$ cat src/asc_defines.svh
// Purpose: constants for the converter sample control block
// Assumes: 100 MHz hclk, word-aligned AHB-Lite register map
// Notes:   offsets are byte addresses
`ifndef ASC_DEFINES_SVH
`define ASC_DEFINES_SVH

// ****************************************
// register map
// ****************************************
`define ASC_OFF_CTRL    8'h00
`define ASC_OFF_STATUS  8'h04
`define ASC_OFF_DATA    8'h08

// ****************************************
// control fields
// ****************************************
`define ASC_CTRL_EN       0
`define ASC_CTRL_MODE_LO  1
`define ASC_CTRL_CH_LO    4
`define ASC_CTRL_RNG_LO   8
`define ASC_CTRL_REF      10
`define ASC_CTRL_RST      32'h0000_0000

// ****************************************
// timing
// ****************************************
`define ASC_CLK_MHZ       100
`define ASC_CONV_NS       10000
`define ASC_NUM_CH        9

// ****************************************
// per-mode sample period (ns) and settling wait (us)
// ****************************************
`define ASC_PER0_NS       170678
`define ASC_PER1_NS       85471
`define ASC_PER2_NS       21334
`define ASC_PER3_NS       10667
`define ASC_PER4_NS       5348
`define ASC_SET0_US       171
`define ASC_SET1_US       85
`define ASC_SET2_US       21
`define ASC_SET3_US       11
`define ASC_SET4_US       5

`endif

$ cat src/asc_pkg.sv
// Purpose: types for the converter sample control block
// Assumes: nothing
// Notes:   mode codes 0 to 4 pick the rate and settling time
package asc_pkg;
   typedef enum logic [2:0] {
      ASC_M0 = 3'b000,
      ASC_M1 = 3'b001,
      ASC_M2 = 3'b010,
      ASC_M3 = 3'b011,
      ASC_M4 = 3'b100
   } asc_mode_t;

   typedef enum logic [1:0] {
      ASC_R36 = 2'b00,
      ASC_R24 = 2'b01,
      ASC_R12 = 2'b10
   } asc_range_t;

   typedef enum logic [1:0] {
      ASC_IDLE   = 2'b00,
      ASC_SETTLE = 2'b01,
      ASC_CONV   = 2'b10,
      ASC_GAP    = 2'b11
   } asc_state_t;
endpackage : asc_pkg

$ cat src/asc_fifo.sv
// Purpose: small sample buffer with valid/ready on both sides
// Assumes: single clock
// Notes:   flop storage addressed by index
`timescale 1ns/1ps
module asc_fifo #(
   parameter int WIDTH = 16,
   parameter int DEPTH = 4
) (
   input  wire logic             hclk,
   input  wire logic             hresetn,
   input  wire logic [WIDTH-1:0] in_data,
   input  wire logic             in_valid,
   output logic                  in_ready,
   output logic      [WIDTH-1:0] out_data,
   output logic                  out_valid,
   input  wire logic             out_ready,
   input  wire logic             flush
);
   localparam int AW = (DEPTH > 1) ? $clog2(DEPTH) : 1;

   initial begin
      if (DEPTH < 2 || (DEPTH & (DEPTH - 1)) != 0)
         $error("depth must be a power of two, at least 2");
   end

   logic [WIDTH-1:0] mem_q [DEPTH];
   logic [AW:0]      wp_q, wp_d, rp_q, rp_d;
   logic             push, pop;

   // full and empty from pointer wrap bit
   assign in_ready  = !((wp_q[AW] != rp_q[AW]) &&
                        (wp_q[AW-1:0] == rp_q[AW-1:0]));
   assign out_valid = (wp_q != rp_q);
   assign out_data  = mem_q[rp_q[AW-1:0]];
   assign push      = in_valid && in_ready;
   assign pop       = out_valid && out_ready;

   // next pointers
   always_comb begin
      wp_d = wp_q;
      rp_d = rp_q;
      if (flush) begin
         wp_d = '0;
         rp_d = '0;
      end else begin
         if (push) wp_d = wp_q + 1'b1;
         if (pop)  rp_d = rp_q + 1'b1;
      end
   end

   // pointer registers
   always_ff @(posedge hclk or negedge hresetn) begin
      if (!hresetn) begin
         wp_q <= '0;
         rp_q <= '0;
      end else begin
         wp_q <= wp_d;
         rp_q <= rp_d;
      end
   end

   // storage write
   always_ff @(posedge hclk) begin
      if (push && !flush) mem_q[wp_q[AW-1:0]] <= in_data;
   end
endmodule // asc_fifo

$ cat src/asc_ctrl.sv
// Purpose: sequencing and sample path around the analog converter core
// Assumes: AHB-Lite slave, 100 MHz hclk, core raw word is async to hclk
// Notes:   core handshake level pins pass two flops before use
//
// What this block does
// - samples delivered as 16-bit words
// - nine input channels, one routed at once
// - each conversion ends within ten microseconds
// - starts never faster than 187 kHz
// - raw core output processed into valid samples
// - logic drives input and reference multiplexers
// - reference selectable supply or bandgap
// - three input ranges applied to core
// - five modes set maximum sample rate
// - settling latency after switch before valid sample
`timescale 1ns/1ps
`include "asc_defines.svh"
module asc_ctrl #(
   parameter int FIFO_DEPTH = 4,
   parameter int SETTLE0_US = `ASC_SET0_US
) (
   input  wire logic                  hclk,
   input  wire logic                  hresetn,
   input  wire logic                  hsel,
   input  wire logic [31:0]           haddr,
   input  wire logic [1:0]            htrans,
   input  wire logic                  hwrite,
   input  wire logic [2:0]            hsize,
   input  wire logic [31:0]           hwdata,
   input  wire logic                  hready,
   output logic      [31:0]           hrdata,
   output logic                       hreadyout,
   output logic                       hresp,
   output logic      [3:0]            core_ch_sel,
   output logic                       core_ref_bg,
   output asc_pkg::asc_range_t        core_range,
   output logic                       core_start,
   input  wire logic                  core_done,
   input  wire logic [15:0]           core_raw
);
   import asc_pkg::*;

   // refuse parameter values the logic cannot serve
   initial begin
      if (FIFO_DEPTH < 2) $error("fifo depth too small");
      if (SETTLE0_US < 1) $error("settle time too small");
   end

   // ****************************************
   // timing helpers
   // ****************************************
   // sample period in cycles per mode, rounded up so rate never exceeds max
   function automatic logic [19:0] period_cyc(input asc_mode_t m);
      int ns;
      unique case (m)
         ASC_M0:  ns = `ASC_PER0_NS;   // 5.859 kHz
         ASC_M1:  ns = `ASC_PER1_NS;   // 11.7 kHz
         ASC_M2:  ns = `ASC_PER2_NS;   // 46.875 kHz
         ASC_M3:  ns = `ASC_PER3_NS;   // 93.75 kHz
         default: ns = `ASC_PER4_NS;   // 187 kHz
      endcase
      period_cyc = 20'((ns * `ASC_CLK_MHZ + 999) / 1000);
   endfunction

   // settling latency per mode in cycles
   function automatic logic [19:0] settle_cyc(input asc_mode_t m);
      int us;
      unique case (m)
         ASC_M0:  us = SETTLE0_US;
         ASC_M1:  us = `ASC_SET1_US;
         ASC_M2:  us = `ASC_SET2_US;
         ASC_M3:  us = `ASC_SET3_US;
         default: us = `ASC_SET4_US;
      endcase
      settle_cyc = 20'(us * `ASC_CLK_MHZ);
   endfunction

   // conversion timeout in cycles
   localparam logic [19:0] CONV_CYC =
      20'(`ASC_CONV_NS * `ASC_CLK_MHZ / 1000);

   // ****************************************
   // bus slave
   // ****************************************
   logic        ap_wr_q, ap_wr_d, rd_go;
   logic [7:0]  ap_addr_q, ap_addr_d;
   logic [31:0] ctrl_q, ctrl_d;
   logic [31:0] rdata_q, rdata_d;
   logic        ovf_q, ovf_d;
   logic        cfg_chg;
   logic        data_rd;
   logic [15:0] fifo_dout;
   logic        fifo_valid;
   logic        fifo_in_ready;
   logic        push;
   logic [15:0] sample_q, sample_d;
   asc_state_t  st_q, st_d;

   // taken address phase and decoded settings
   wire         ap_go = hsel && hready && htrans[1];
   wire         en    = ctrl_q[`ASC_CTRL_EN];
   wire asc_mode_t mode_sel = asc_mode_t'(ctrl_q[`ASC_CTRL_MODE_LO +: 3]);

   // zero wait states, always okay
   assign hreadyout = 1'b1;
   assign hresp     = 1'b0;
   assign hrdata    = rdata_q;

   // register the address phase, build read data for the data phase
   always_comb begin
      ap_wr_d   = ap_go && hwrite;
      rd_go     = ap_go && !hwrite;
      ap_addr_d = ap_go ? haddr[7:0] : ap_addr_q;
      ctrl_d    = ctrl_q;
      rdata_d   = 32'h0000_0000;
      data_rd   = 1'b0;
      cfg_chg   = 1'b0;
      if (ap_wr_q && ap_addr_q == `ASC_OFF_CTRL) begin
         ctrl_d  = {21'h0, hwdata[10:0]};
         // clamp illegal channel, mode and range codes
         if (hwdata[`ASC_CTRL_CH_LO +: 4] >= 4'(`ASC_NUM_CH))
            ctrl_d[`ASC_CTRL_CH_LO +: 4] = 4'h8;
         if (hwdata[`ASC_CTRL_MODE_LO +: 3] > 3'h4)
            ctrl_d[`ASC_CTRL_MODE_LO +: 3] = 3'h4;
         if (hwdata[`ASC_CTRL_RNG_LO +: 2] == 2'h3)
            ctrl_d[`ASC_CTRL_RNG_LO +: 2] = 2'h2;
         cfg_chg = (ctrl_d != ctrl_q);
      end
      if (rd_go) begin
         unique case (haddr[7:0])
            `ASC_OFF_CTRL:   rdata_d = ctrl_q;
            `ASC_OFF_STATUS: rdata_d = {28'h0000000, ovf_q,
                                        (st_q == ASC_SETTLE),
                                        !fifo_in_ready, fifo_valid};
            `ASC_OFF_DATA: begin
               rdata_d = {16'h0000, fifo_valid ? fifo_dout : 16'h0000};
               data_rd = fifo_valid;
            end
            default:         rdata_d = 32'h0000_0000;
         endcase
      end
   end

   // bus state registers
   always_ff @(posedge hclk or negedge hresetn) begin
      if (!hresetn) begin
         ap_wr_q   <= 1'b0;
         ap_addr_q <= 8'h00;
         ctrl_q    <= `ASC_CTRL_RST;
         rdata_q   <= 32'h0000_0000;
      end else begin
         ap_wr_q   <= ap_wr_d;
         ap_addr_q <= ap_addr_d;
         ctrl_q    <= ctrl_d;
         rdata_q   <= rdata_d;
      end
   end

   // ****************************************
   // core interface
   // ****************************************
   // mux selects follow the settings directly
   assign core_ch_sel = ctrl_q[`ASC_CTRL_CH_LO +: 4];
   assign core_ref_bg = ctrl_q[`ASC_CTRL_REF];
   assign core_range  = asc_range_t'(ctrl_q[`ASC_CTRL_RNG_LO +: 2]);

   // two-flop sync of the done level, then edge detect
   logic done_s1_q, done_s2_q, done_s3_q;
   always_ff @(posedge hclk or negedge hresetn) begin
      if (!hresetn) begin
         done_s1_q <= 1'b0;
         done_s2_q <= 1'b0;
         done_s3_q <= 1'b0;
      end else begin
         done_s1_q <= core_done;
         done_s2_q <= done_s1_q;
         done_s3_q <= done_s2_q;
      end
   end
   // one-cycle pulse on the synchronised rising edge
   wire done_rise = done_s2_q && !done_s3_q;

   // raw word is stable while done is high; take it after sync
   logic [15:0] raw_s1_q, raw_s2_q;
   always_ff @(posedge hclk or negedge hresetn) begin
      if (!hresetn) begin
         raw_s1_q <= 16'h0000;
         raw_s2_q <= 16'h0000;
      end else begin
         raw_s1_q <= core_raw;
         raw_s2_q <= raw_s1_q;
      end
   end

   // ****************************************
   // sequencer
   // ****************************************
   // sequencer timers and start pulse
   logic [19:0] cnt_q, cnt_d;     // settle / conversion timer
   logic [19:0] per_q, per_d;     // start-to-start spacing
   logic        start_q, start_d;

   always_comb begin
      st_d     = st_q;
      cnt_d    = (cnt_q != 20'h00000) ? cnt_q - 20'h00001 : cnt_q;
      per_d    = (per_q != 20'h00000) ? per_q - 20'h00001 : per_q;
      start_d  = 1'b0;
      push     = 1'b0;
      sample_d = sample_q;
      if (!en || cfg_chg) begin
         // any new setting with enable set restarts the settling wait; one clearing enable goes to idle
         st_d  = en || cfg_chg ? ASC_SETTLE : ASC_IDLE;
         cnt_d = settle_cyc(asc_mode_t'(ctrl_d[`ASC_CTRL_MODE_LO +: 3]));
         if (!ctrl_d[`ASC_CTRL_EN]) st_d = ASC_IDLE;
      end else begin
         unique case (st_q)
            ASC_IDLE: begin
               st_d  = ASC_SETTLE;
               cnt_d = settle_cyc(mode_sel);
            end
            ASC_SETTLE: begin
               if (cnt_q == 20'h00000) begin
                  st_d = ASC_GAP;
               end
            end
            ASC_GAP: begin
               // hold off until spacing elapsed and room for a sample
               if (per_q == 20'h00000 && fifo_in_ready &&
                   !done_s2_q) begin
                  start_d = 1'b1;
                  per_d   = period_cyc(mode_sel);
                  cnt_d   = CONV_CYC;
                  st_d    = ASC_CONV;
               end
            end
            ASC_CONV: begin
               if (done_rise) begin
                  // the whole raw word becomes the sample
                  sample_d = raw_s2_q;
                  push     = 1'b1;
                  st_d     = ASC_GAP;
               end else if (cnt_q == 20'h00000) begin
                  st_d = ASC_GAP;
               end
            end
         endcase
      end
   end

   // sequencer state registers
   always_ff @(posedge hclk or negedge hresetn) begin
      if (!hresetn) begin
         st_q     <= ASC_IDLE;
         cnt_q    <= 20'h00000;
         per_q    <= 20'h00000;
         start_q  <= 1'b0;
         sample_q <= 16'h0000;
      end else begin
         st_q     <= st_d;
         cnt_q    <= cnt_d;
         per_q    <= per_d;
         start_q  <= start_d;
         sample_q <= sample_d;
      end
   end
   assign core_start = start_q;

   // overrun flag: conversion timeout; set wins over read clear
   // cleared at the edge that captures the status word, so a
   // timeout landing in the data phase is kept for the next read
   always_comb begin
      ovf_d = ovf_q;
      if (rd_go && haddr[7:0] == `ASC_OFF_STATUS) ovf_d = 1'b0;
      if (en && !cfg_chg && st_q == ASC_CONV && !done_rise &&
          cnt_q == 20'h00000)
         ovf_d = 1'b1;
   end
   // overrun register
   always_ff @(posedge hclk or negedge hresetn) begin
      if (!hresetn) ovf_q <= 1'b0;
      else          ovf_q <= ovf_d;
   end

   // ****************************************
   // sample buffer
   // ****************************************
   asc_fifo #(
      .WIDTH (16),
      .DEPTH (FIFO_DEPTH)
   ) u_fifo (
      .hclk      (hclk),
      .hresetn   (hresetn),
      .in_data   (sample_d),
      .in_valid  (push),
      .in_ready  (fifo_in_ready),
      .out_data  (fifo_dout),
      .out_valid (fifo_valid),
      .out_ready (data_rd),
      .flush     (cfg_chg)
   );
endmodule // asc_ctrl

$ cat config.mk
export PLATFORM = sky130hd
export DESIGN_NAME = asc_ctrl
export DESIGN_NICKNAME = d
export VERILOG_FILES = /design/src/asc_pkg.sv /design/src/asc_fifo.sv /design/src/asc_ctrl.sv
export VERILOG_INCLUDE_DIRS = /design/src
export SDC_FILE = /design/constraint.sdc
export NUM_CORES = 1
export LEC_CHECK = 0
export BUFFER_PORTS_ARGS = -buffer_cell sky130_fd_sc_hd__buf_4
export CAP_MARGIN = 40
export CORE_UTILIZATION = 39
export CTS_BUF_LIST = sky130_fd_sc_hd__clkbuf_4 sky130_fd_sc_hd__clkbuf_8 sky130_fd_sc_hd__clkbuf_16
export DETAILED_ROUTE_END_ITERATION = 10
export PLACE_DENSITY = 0.61
export SYNTH_ARGS = -nofsm -noshare
export SYNTH_HDL_FRONTEND = slang
export SYNTH_SLANG_ARGS = --single-unit
$ cat constraint.sdc
create_clock -name hclk -period 14 [get_ports hclk]
set_input_delay 1.4 -clock hclk [delete_from_list [all_inputs] [get_ports hclk]]
set_output_delay 1.4 -clock hclk [all_outputs]
set_load 0.05 [all_outputs]
==> impl_metrics.yaml, run 1 <==
hold_path:
  worst_hold_check_path_type: "reg2reg"
  endpoint_of_the_worst_hold_path: "raw_s2_q[3]"
  min_from: "raw_s1_q[3]"
  hold-path-cell-count: 0
timing:
  timing.final.crit_period_ps: 13010
  final.period_utilization_pct: 92.9
  max_clock_freq_mhz: 76.9
  timing.slew.headroom_pct: 39.4
  slew_viol_final: 0
  final_setup_viols: 0
  setup_tns_final_ps: 0
  rsz_0062_raised_after_global_routing: "false"
  final-hold-violation-count: 0
  worst_pin_slew_ps: 902
  finalClockSkew_ps: 12.4
logic_synthesis:
  syn_inst: 1428
  post_synthesis_cell_area_um2: 13900
  synth_fa_ha_area_share_pct: 8.91
  synth_edf_count: 64
  largest_family_of_logic_cells_by_synthesized_area: "simple AND/OR/NAND/NOR gates"
  synthesis.area_per_instance_um2: 9.72
  dominantRegCellSynth: "sky130_fd_sc_hd__dfrtp_1"
  ys_seq_elements: 201
  post_synth_mux_area_share_pct: 6.47
  seq_area_frac_synth_pct: 38.6
  count_of_cell_types_in_the_netlist: 106
  post_synth_xor_area_fraction_pct: 6.40
  synth-simple-area-share_pct: 18.7
  synth_top_area_cell: "sky130_fd_sc_hd__dfrtp_1"
  synth.top_cells.by_area: "sky130_fd_sc_hd__dfrtp_1, sky130_fd_sc_hd__edfxtp_1, sky130_fd_sc_hd__ha_1"
  synthDominantCellAreaShare_pct: 24.7
  ys.warnings.count: 0
  asyncSetResetFlopFracSynth_pct: 68.2
  synth_compound_gate_area_share_pct: 16.2
setup_path:
  cp_slowest_stage_delay_ps: 630
  critPathRequiredTime_ps: 14410
  setup.worst_path.start_class: "flip-flop"
  ff2ff_setup_slack_ps: 990
  crit-reg2reg-capture: "per_q[0]"
  r2r-start: "ctrl_q[1]"
  path_class: "reg2reg"
  r2r.worst_path.cells: 41
  worst-path-max-fanout: 12
  end_kind: "flip-flop"
  cp.arrival_ps: 13420
  cp_common_cell: "sky130_fd_sc_hd__a211oi_2"
  critical_path.slowest_cell: "sky130_fd_sc_hd__a211oi_1"
placement:
  routability_congestion_estimate: 0.873
  placement.io_buffers: 65
  placed_wire_length_estimate_after_detailed_placement_um: 24200
clocking:
  tritoncts_num_sinks: 201
  clk_latency_ps: 500
  hold_buffers: 0
  cts.clk_slew.worst_paths_ps: 60
  tritoncts: "built"
  cts_max_level: 1
  tritoncts.num_buffers: 21
  clk_root_buffer_cell: "sky130_fd_sc_hd__clkbuf_16"
  cts_post_setup_buffers_inserted: 0
  max-clock-path-buffers: 3
die:
  core_area_um2: 34800
  floorplan.initialDensity_pct: 39.9
  die_x_um: 191
  die-area_um2: 36300
  i_o_pin_total: 133
  num_rows: 68
  floorplan.die.height_um: 191
global_routing:
  globalRouteTotalUtil_pct: 17.9
  grt_remaining_overflow: 0
  grt_pass1_wl_um: 52900
  antenna_violations_before_repair: 0
  grt_max_degree: 94
  grt_pass1_vias: 10200
flow_run:
  maximum_capacitance_violations: 0
drt:
  drt_pass1_iterations: 5
  postRouteAntennaNets: 0
  detail_route.wirelength_um: 32300
  vias_per_cell: 5.47
  wl_met3_um: 967
  drtIter0Drc: 601
  drcViolationCount: 0
  routedLengthMet1_um: 15500
  dr_wl_met2_um: 15300
  routed.top_layer: "met4"
  avgRoutedWirePerCell_um: 16.6
  via_count: 10700
finish:
  layout-drive-gt1-share_pct: 15.4
  ant_diodes: 0
  most-common-layout-cells: "sky130_fd_sc_hd__dfrtp_1, sky130_fd_sc_hd__nor2_1, sky130_fd_sc_hd__nand2_1"
  layout.cells.most_common: "sky130_fd_sc_hd__dfrtp_1"
  synthToLayoutAreaGrowth_pct: 11.5
  design.final.nets: 1670
run_status:
  run_status: "completed"
-- metal layers --
metal / up-vias / global-route usage, %
met3: 36 / 2.04
met2: 162 / 30.2
met4: 0 / 3.66
met5: - / 0
li1: 5255 / -
met1: 5212 / 24.8
-- Yosys cell counts, types with 9 or more instances --
cell type / instances
sky130_fd_sc_hd__a211oi_1: 14
sky130_fd_sc_hd__a21o_1: 11
sky130_fd_sc_hd__a21oi_1: 51
sky130_fd_sc_hd__a31oi_1: 17
sky130_fd_sc_hd__and2_1: 19
sky130_fd_sc_hd__and3_1: 15
sky130_fd_sc_hd__buf_4: 26
sky130_fd_sc_hd__clkbuf_1: 34
sky130_fd_sc_hd__dfrtp_1: 137
sky130_fd_sc_hd__edfxtp_1: 64
sky130_fd_sc_hd__ha_1: 86
sky130_fd_sc_hd__inv_1: 75
sky130_fd_sc_hd__mux2_2: 31
sky130_fd_sc_hd__mux2i_1: 14
sky130_fd_sc_hd__mux4_2: 16
sky130_fd_sc_hd__nand2_1: 115
sky130_fd_sc_hd__nand2b_1: 18
sky130_fd_sc_hd__nand3_1: 41
sky130_fd_sc_hd__nand4_1: 11
sky130_fd_sc_hd__nor2_1: 130
sky130_fd_sc_hd__nor2b_1: 19
sky130_fd_sc_hd__nor3_1: 51
sky130_fd_sc_hd__nor4_1: 17
sky130_fd_sc_hd__o211ai_1: 11
sky130_fd_sc_hd__o21a_1: 12
sky130_fd_sc_hd__o21ai_0: 65
sky130_fd_sc_hd__o21ai_1: 11
sky130_fd_sc_hd__o31ai_1: 11
sky130_fd_sc_hd__or2_2: 10
sky130_fd_sc_hd__or3_1: 16
sky130_fd_sc_hd__or4_1: 9
sky130_fd_sc_hd__xnor2_1: 63
sky130_fd_sc_hd__xor2_1: 27
-- registers in the layout, summed over array words and instances, names as in the netlist --
register / cells
u_fifo.mem_q: 64
cnt_q: 20
per_q: 20
hrdata: 16
raw_s1_q: 16
raw_s2_q: 16
sample_q: 16
ctrl_q: 11
ap_addr_q: 8
u_fifo.rp_q: 3
u_fifo.wp_q: 3
st_q: 2
ap_wr_q: 1
core_start: 1
done_s1_q: 1
done_s2_q: 1
done_s3_q: 1
ovf_q: 1
-- through the flow --
step / cells / setup WS [ps] / cell area (um^2) / utilization, % / hold WS, ps
6_report: 1951 / 990 / 15500 / 44.5 / 347
5_1_grt: 1951 / 125 / 15500 / 44.5 / 352
4_1_cts: 1950 / 907 / 15500 / 44.5 / 349
3_5_place_dp: 1916 / 967 / 14800 / 42.6 / 335
3_3_place_gp: 1911 / 1120 / 14800 / 42.4 / 331
2_1_floorplan: 1446 / 2860 / 13900 / - / 331
-- cell families (layout without fill, tap and decap cells) --
family,Yosys count,after routing
flops,201,201
compound gates,312,312
other cells,2,20
xor+xnor,95,95
fa+ha+maj,94,94
simple gates,512,512
mux,65,65
buf+inv,147,197
-- worst max path at each step --
stage / startpoint / cells past startpoint / to / slack, ps
after floorplan: ctrl_q[2] / 47 / per_q[0] / 2860
after global placement: ctrl_q[1] / 44 / per_q[0] / 1120
after detailed placement: ctrl_q[1] / 41 / per_q[0] / 970
after CTS: ctrl_q[1] / 41 / per_q[0] / 910
after global routing: ctrl_q[1] / 44 / per_q[0] / 130
final: ctrl_q[1] / 41 / per_q[0] / 990
-- worst max-delay path: cells and delay by family, from the launching register on --
kind	cells	cell delay, ps
AOI/OAI and AO/OA	17	5160
xor gates and xnor gates	1	360
adders and majority gates	3	1160
buffers and inverters	5	700
DFF	1	520
muxes	3	1160
and+or+nand+nor	12	3800
-- final cells by class --
cell class / count / area (um^2)
Tap cell: 455 / 569
Multi-Input combinational cell: 1098 / 7940
Clock inverter: 4 / 23.8
Inverter: 76 / 285
Timing Repair Buffer: 87 / 703
Fill cell: 3312 / 19300
Clock buffer: 30 / 606
Sequential cell: 201 / 5350
-- repair_timing --
| action | CTS | global route |
|---|---|---|
| resized for setup | 0 | 1 |
| endpoints found under the hold margin | 0 | 0 |
| setup endpoints to repair | 0 | 1 |
Power of run 1 is not shown: default switching activity piles up to over one toggle a cycle in this logic, so the estimate is an artifact.
==> inputs of run 2 (changes only) <==
--- a/config.mk
+++ b/config.mk
@@ -8,6 +8,7 @@
 export LEC_CHECK = 0
 export BUFFER_PORTS_ARGS = -buffer_cell sky130_fd_sc_hd__buf_4
 export CAP_MARGIN = 40
+export CORE_MARGIN = 3
 export CORE_UTILIZATION = 39
 export CTS_BUF_LIST = sky130_fd_sc_hd__clkbuf_4 sky130_fd_sc_hd__clkbuf_8 sky130_fd_sc_hd__clkbuf_16
 export DETAILED_ROUTE_END_ITERATION = 10
==> impl_metrics.yaml, run 2 (same netlist as run 1, synthesis figures left out) <==
run_status:
  run_status: "completed"
setup_path:
  r2r-start: "ctrl_q[2]"
  path_buf_inv: 5
  cpLargestDelayFamily: "compound AO/OA/AOI/OAI gates"
  worst-path-max-fanout: 16
  r2r.worst_path.cells: 43
  critPathRequiredTime_ps: 14400
  path_class: "reg2reg"
  cp_slowest_stage_delay_ps: 590
  ff2ff_setup_slack_ps: 1130
  end_kind: "flip-flop"
  critical_path.slowest_cell: "sky130_fd_sc_hd__mux2i_2"
  crit-reg2reg-capture: "per_q[0]"
  setup.worst_path.start_class: "flip-flop"
  cp.arrival_ps: 13270
clocking:
  tritoncts_num_sinks: 201
  cts_post_setup_buffers_inserted: 0
  clk_root_buffer_cell: "sky130_fd_sc_hd__clkbuf_16"
  cts.clk_slew.worst_paths_ps: 70
  ctsResizeCount: 0
  max-clock-path-buffers: 3
  cts_max_level: 1
  clk_latency_ps: 520
  hold_buffers: 0
  tritoncts.num_buffers: 20
  tritoncts: "built"
placement:
  placed_wire_length_estimate_after_detailed_placement_um: 24800
  placement.io_buffers: 65
  placed_cells_incl_taps: 1918
  routability_congestion_estimate: 0.855
  placement.setup.worst_slack_ps: 920
timing:
  final.period_utilization_pct: 91.9
  timing.final.crit_period_ps: 12870
  finalClockSkew_ps: 29.1
  worst_hold_slack_ps: 341
  rsz_0062_raised_after_global_routing: "false"
  max_clock_freq_mhz: 77.7
  timing.slew.headroom_pct: 38.0
  layout_setup_ws_ps: 1130
  slew_viol_final: 0
  setup_tns_final_ps: 0
  worst_pin_slew_ps: 924
  final_setup_viols: 0
  final-hold-violation-count: 0
drt:
  vias_per_cell: 5.49
  postRouteAntennaNets: 0
  drt_pass1_iterations: 5
  wl_met3_um: 1090
  drtIter0Drc: 658
  routed.top_layer: "met5"
  routedLengthMet1_um: 15600
  drcViolationCount: 0
  via_count: 10700
  dr_wl_met2_um: 15500
  avgRoutedWirePerCell_um: 16.8
  detail_route.wirelength_um: 32900
finish:
  max_ffs_per_register: 64
  layout-drive-gt1-share_pct: 15.6
  design.final.nets: 1671
  ant_diodes: 0
  layout.filler_cells: 3273
  most-common-layout-cells: "sky130_fd_sc_hd__dfrtp_1, sky130_fd_sc_hd__nor2_1, sky130_fd_sc_hd__nand2_1"
  layout.cells.most_common: "sky130_fd_sc_hd__dfrtp_1"
  fin_cells: 1955
  synthToLayoutAreaGrowth_pct: 12.1
die:
  num_rows: 68
  floorplan.die.height_um: 195
  core_area_um2: 34800
  i_o_pin_total: 133
  die_x_um: 195
  floorplan.initialDensity_pct: 39.9
  die-area_um2: 37900
hold_path:
  worst_hold_check_path_type: "reg2reg"
  min_from: "raw_s1_q[1]"
  hold-path-cell-count: 0
  endpoint_of_the_worst_hold_path: "raw_s2_q[1]"
global_routing:
  antenna_violations_before_repair: 1
  globalRouteTotalUtil_pct: 16.9
  grt_remaining_overflow: 0
  grt_pass1_wl_um: 53900
  grt_max_degree: 69
  grt_pass1_vias: 10400
flow_run:
  maximum_capacitance_violations: 0
run 2: cell type report:
cell class,instances,area [um^2],area share [%]
multi-input cells,1098,7950,51.1
flip-flops and latches,201,5350,34.4
repair buffers,89,753,4.84
clock buffers,29,593,3.81
well taps,455,569,3.66
inverters,76,285,1.83
clock inverters,7,65.1,0.418
run 2: through the flow:
step	util, %	cell area (um^2)
3_3_place_gp	42.4	14700
2_1_floorplan	-	13900
4_1_cts	44.7	15500
5_1_grt	44.7	15600
6_report	44.7	15600
3_5_place_dp	42.8	14900
run 2: worst reg2reg max path: cells and delay by family (launching register included):
family | cells | cell delay, ps
compound gates | 18 | 4860
flops | 1 | 430
fa+ha+maj | 4 | 1540
simple gates | 12 | 3690
buf+inv | 5 | 710
mux | 4 | 1530
run 2: routing by layer:
metal / GRT usage (%) / vias to the layer above
met5: 0 / -
met3: 2.17 / 44
met2: 28.3 / 185
met1: 23.5 / 5229
li1: - / 5269
met4: 4.10 / 2
run 2: worst max path at each step:
stage / from / end / slack, ps / cells after the start
6_report: ctrl_q[2] / per_q[0] / 1130 / 43
5_1_grt: ctrl_q[2] / per_q[0] / 140 / 43
4_1_cts: ctrl_q[3] / per_q[0] / 870 / 41
3_5_place_dp: ctrl_q[3] / per_q[0] / 920 / 41
3_3_place_gp: ctrl_q[3] / per_q[0] / 1020 / 41
2_1_floorplan: ctrl_q[2] / per_q[0] / 2860 / 47
Power of run 2 is left out for the same reason.
==> inputs of run 3 (changes only) <==
--- a/config.mk
+++ b/config.mk
@@ -12,6 +12,7 @@
 export CORE_UTILIZATION = 39
 export CTS_BUF_LIST = sky130_fd_sc_hd__clkbuf_4 sky130_fd_sc_hd__clkbuf_8 sky130_fd_sc_hd__clkbuf_16
 export DETAILED_ROUTE_END_ITERATION = 10
+export GPL_TIMING_DRIVEN = 0
 export PLACE_DENSITY = 0.61
 export SYNTH_ARGS = -nofsm -noshare
 export SYNTH_HDL_FRONTEND = slang
==> impl_metrics.yaml, run 3 (same netlist as run 1, synthesis figures left out) <==
placement:
  placement.io_buffers: 64
  routability_congestion_estimate: 0.861
  post_dp_cell_area_um2: 15100
  placed_cells_incl_taps: 1972
  placed_wire_length_estimate_after_detailed_placement_um: 25700
timing:
  worst_pin_slew_ps: 1000
  final-hold-violation-count: 0
  timing.final.crit_period_ps: 13030
  setup_tns_final_ps: 0
  final.period_utilization_pct: 93.1
  final_setup_viols: 0
  timing.slew.headroom_pct: 32.8
  slew_viol_final: 0
  rsz_0062_raised_after_global_routing: "false"
  finalClockSkew_ps: 12.9
  max_clock_freq_mhz: 76.7
clocking:
  tritoncts: "built"
  tritoncts.num_buffers: 21
  cts_max_level: 1
  tritoncts_num_sinks: 201
  max-clock-path-buffers: 3
  cts.clk_slew.worst_paths_ps: 70
  hold_buffers: 0
  clk_root_buffer_cell: "sky130_fd_sc_hd__clkbuf_16"
  clk_latency_ps: 500
die:
  i_o_pin_total: 133
  die_x_um: 195
  core_area_um2: 34800
  num_rows: 68
  floorplan.initialDensity_pct: 39.9
  die-area_um2: 37900
  floorplan.die.height_um: 195
drt:
  drt_pass1_iterations: 5
  avgRoutedWirePerCell_um: 16.8
  detail_route.wirelength_um: 33900
  drcViolationCount: 0
  drtIter0Drc: 687
  via_count: 11000
  postRouteAntennaNets: 0
  vias_per_cell: 5.45
setup_path:
  worst-path-max-fanout: 10
  setup.worst_path.start_class: "flip-flop"
  path_class: "reg2reg"
  cp_slowest_stage_delay_ps: 530
  end_kind: "flip-flop"
  cpLargestDelayFamily: "compound AO/OA/AOI/OAI gates"
  r2r.worst_path.cells: 42
  critPathRequiredTime_ps: 14410
  r2r-start: "ctrl_q[3]"
  critical_path.slowest_cell: "sky130_fd_sc_hd__or4_1"
  crit-reg2reg-capture: "per_q[0]"
  ff2ff_setup_slack_ps: 970
  cp.arrival_ps: 13440
  path_buf_inv: 6
global_routing:
  grt_pass1_wl_um: 57000
  globalRouteTotalUtil_pct: 17.8
  grt_pass1_vias: 11000
  antenna_violations_before_repair: 1
  grt_max_degree: 91
  grt_remaining_overflow: 0
finish:
  layout.filler_cells: 3327
  synthToLayoutAreaGrowth_pct: 13.6
  finish.instance_area_um2: 15800
  max_ffs_per_register: 64
  most-common-layout-cells: "sky130_fd_sc_hd__dfrtp_1, sky130_fd_sc_hd__nor2_1, sky130_fd_sc_hd__nand2_1"
  design.final.nets: 1725
  layout.cells.most_common: "sky130_fd_sc_hd__dfrtp_1"
  layout-drive-gt1-share_pct: 16.3
  fin_cells: 2011
run_status:
  run_status: "completed"
hold_path:
  hold-path-cell-count: 0
  worst_hold_check_path_type: "reg2reg"
  min_from: "raw_s1_q[2]"
  endpoint_of_the_worst_hold_path: "raw_s2_q[2]"
flow_run:
  maximum_capacitance_violations: 0
## run 3: layer usage
| layer | up-vias | track usage, % | wire (um) |
|---|---|---|---|
| met1 | 5291 | 24.8 | 16000 |
| met3 | 63 | 2.24 | 1230 |
| li1 | 5372 | - | - |
| met4 | 0 | 4.97 | 990 |
| met2 | 227 | 29.5 | 15700 |
| met5 | - | 0 | 0 |
## run 3: stage by stage
| step | setup WS, ps | util (%) | hold WS (ps) |
|---|---|---|---|
| 2_1_floorplan | 2860 | - | 331 |
| 3_3_place_gp | 956 | 43.1 | 332 |
| 3_5_place_dp | 867 | 43.4 | 335 |
| 4_1_cts | 814 | 45.2 | 343 |
| 5_1_grt | 99.1 | 45.3 | 354 |
| 6_report | 967 | 45.3 | 341 |
## run 3: worst reg2reg max path, delay by kind of cell, from the launching register on
family	cells	cell delay (ps)
mux	2	690
fa+ha+maj	4	1400
simple gates	11	3400
compound gates	18	5310
buf+inv	6	1190
xor+xnor	1	480
flops	1	490
## run 3: how the worst max path moves through the flow
stage / startpoint / endpoint / slack [ps] / cells after the start
6_report: ctrl_q[3] / per_q[0] / 970 / 42
5_1_grt: ctrl_q[3] / per_q[0] / 100 / 42
4_1_cts: ctrl_q[3] / per_q[0] / 810 / 44
3_5_place_dp: ctrl_q[3] / per_q[0] / 870 / 44
3_3_place_gp: ctrl_q[3] / per_q[0] / 960 / 45
2_1_floorplan: ctrl_q[2] / per_q[0] / 2860 / 47
## run 3: layout make-up
| type | instances | area (um^2) | share of cell area, % |
|---|---|---|---|
| diodes | 1 | 2.50 | 0.0159 |
| inverters | 76 | 285 | 1.81 |
| repair buffers | 71 | 579 | 3.68 |
| clock inverters | 9 | 53.8 | 0.341 |
| clock buffers | 29 | 586 | 3.72 |
| flip-flops and latches | 201 | 5350 | 33.9 |
| plain buffers | 71 | 377 | 2.39 |
| multi-input cells | 1098 | 7960 | 50.5 |
| well taps | 455 | 569 | 3.61 |
## run 3: what timing repair did
action / in CTS / in global routing
hold endpoints to repair: 0 / 0
setup buffers: 0 / 0
endpoints found under the setup margin: 0 / 1
gates resized for setup: 0 / 7
Power of run 3 is left out for the same reason.
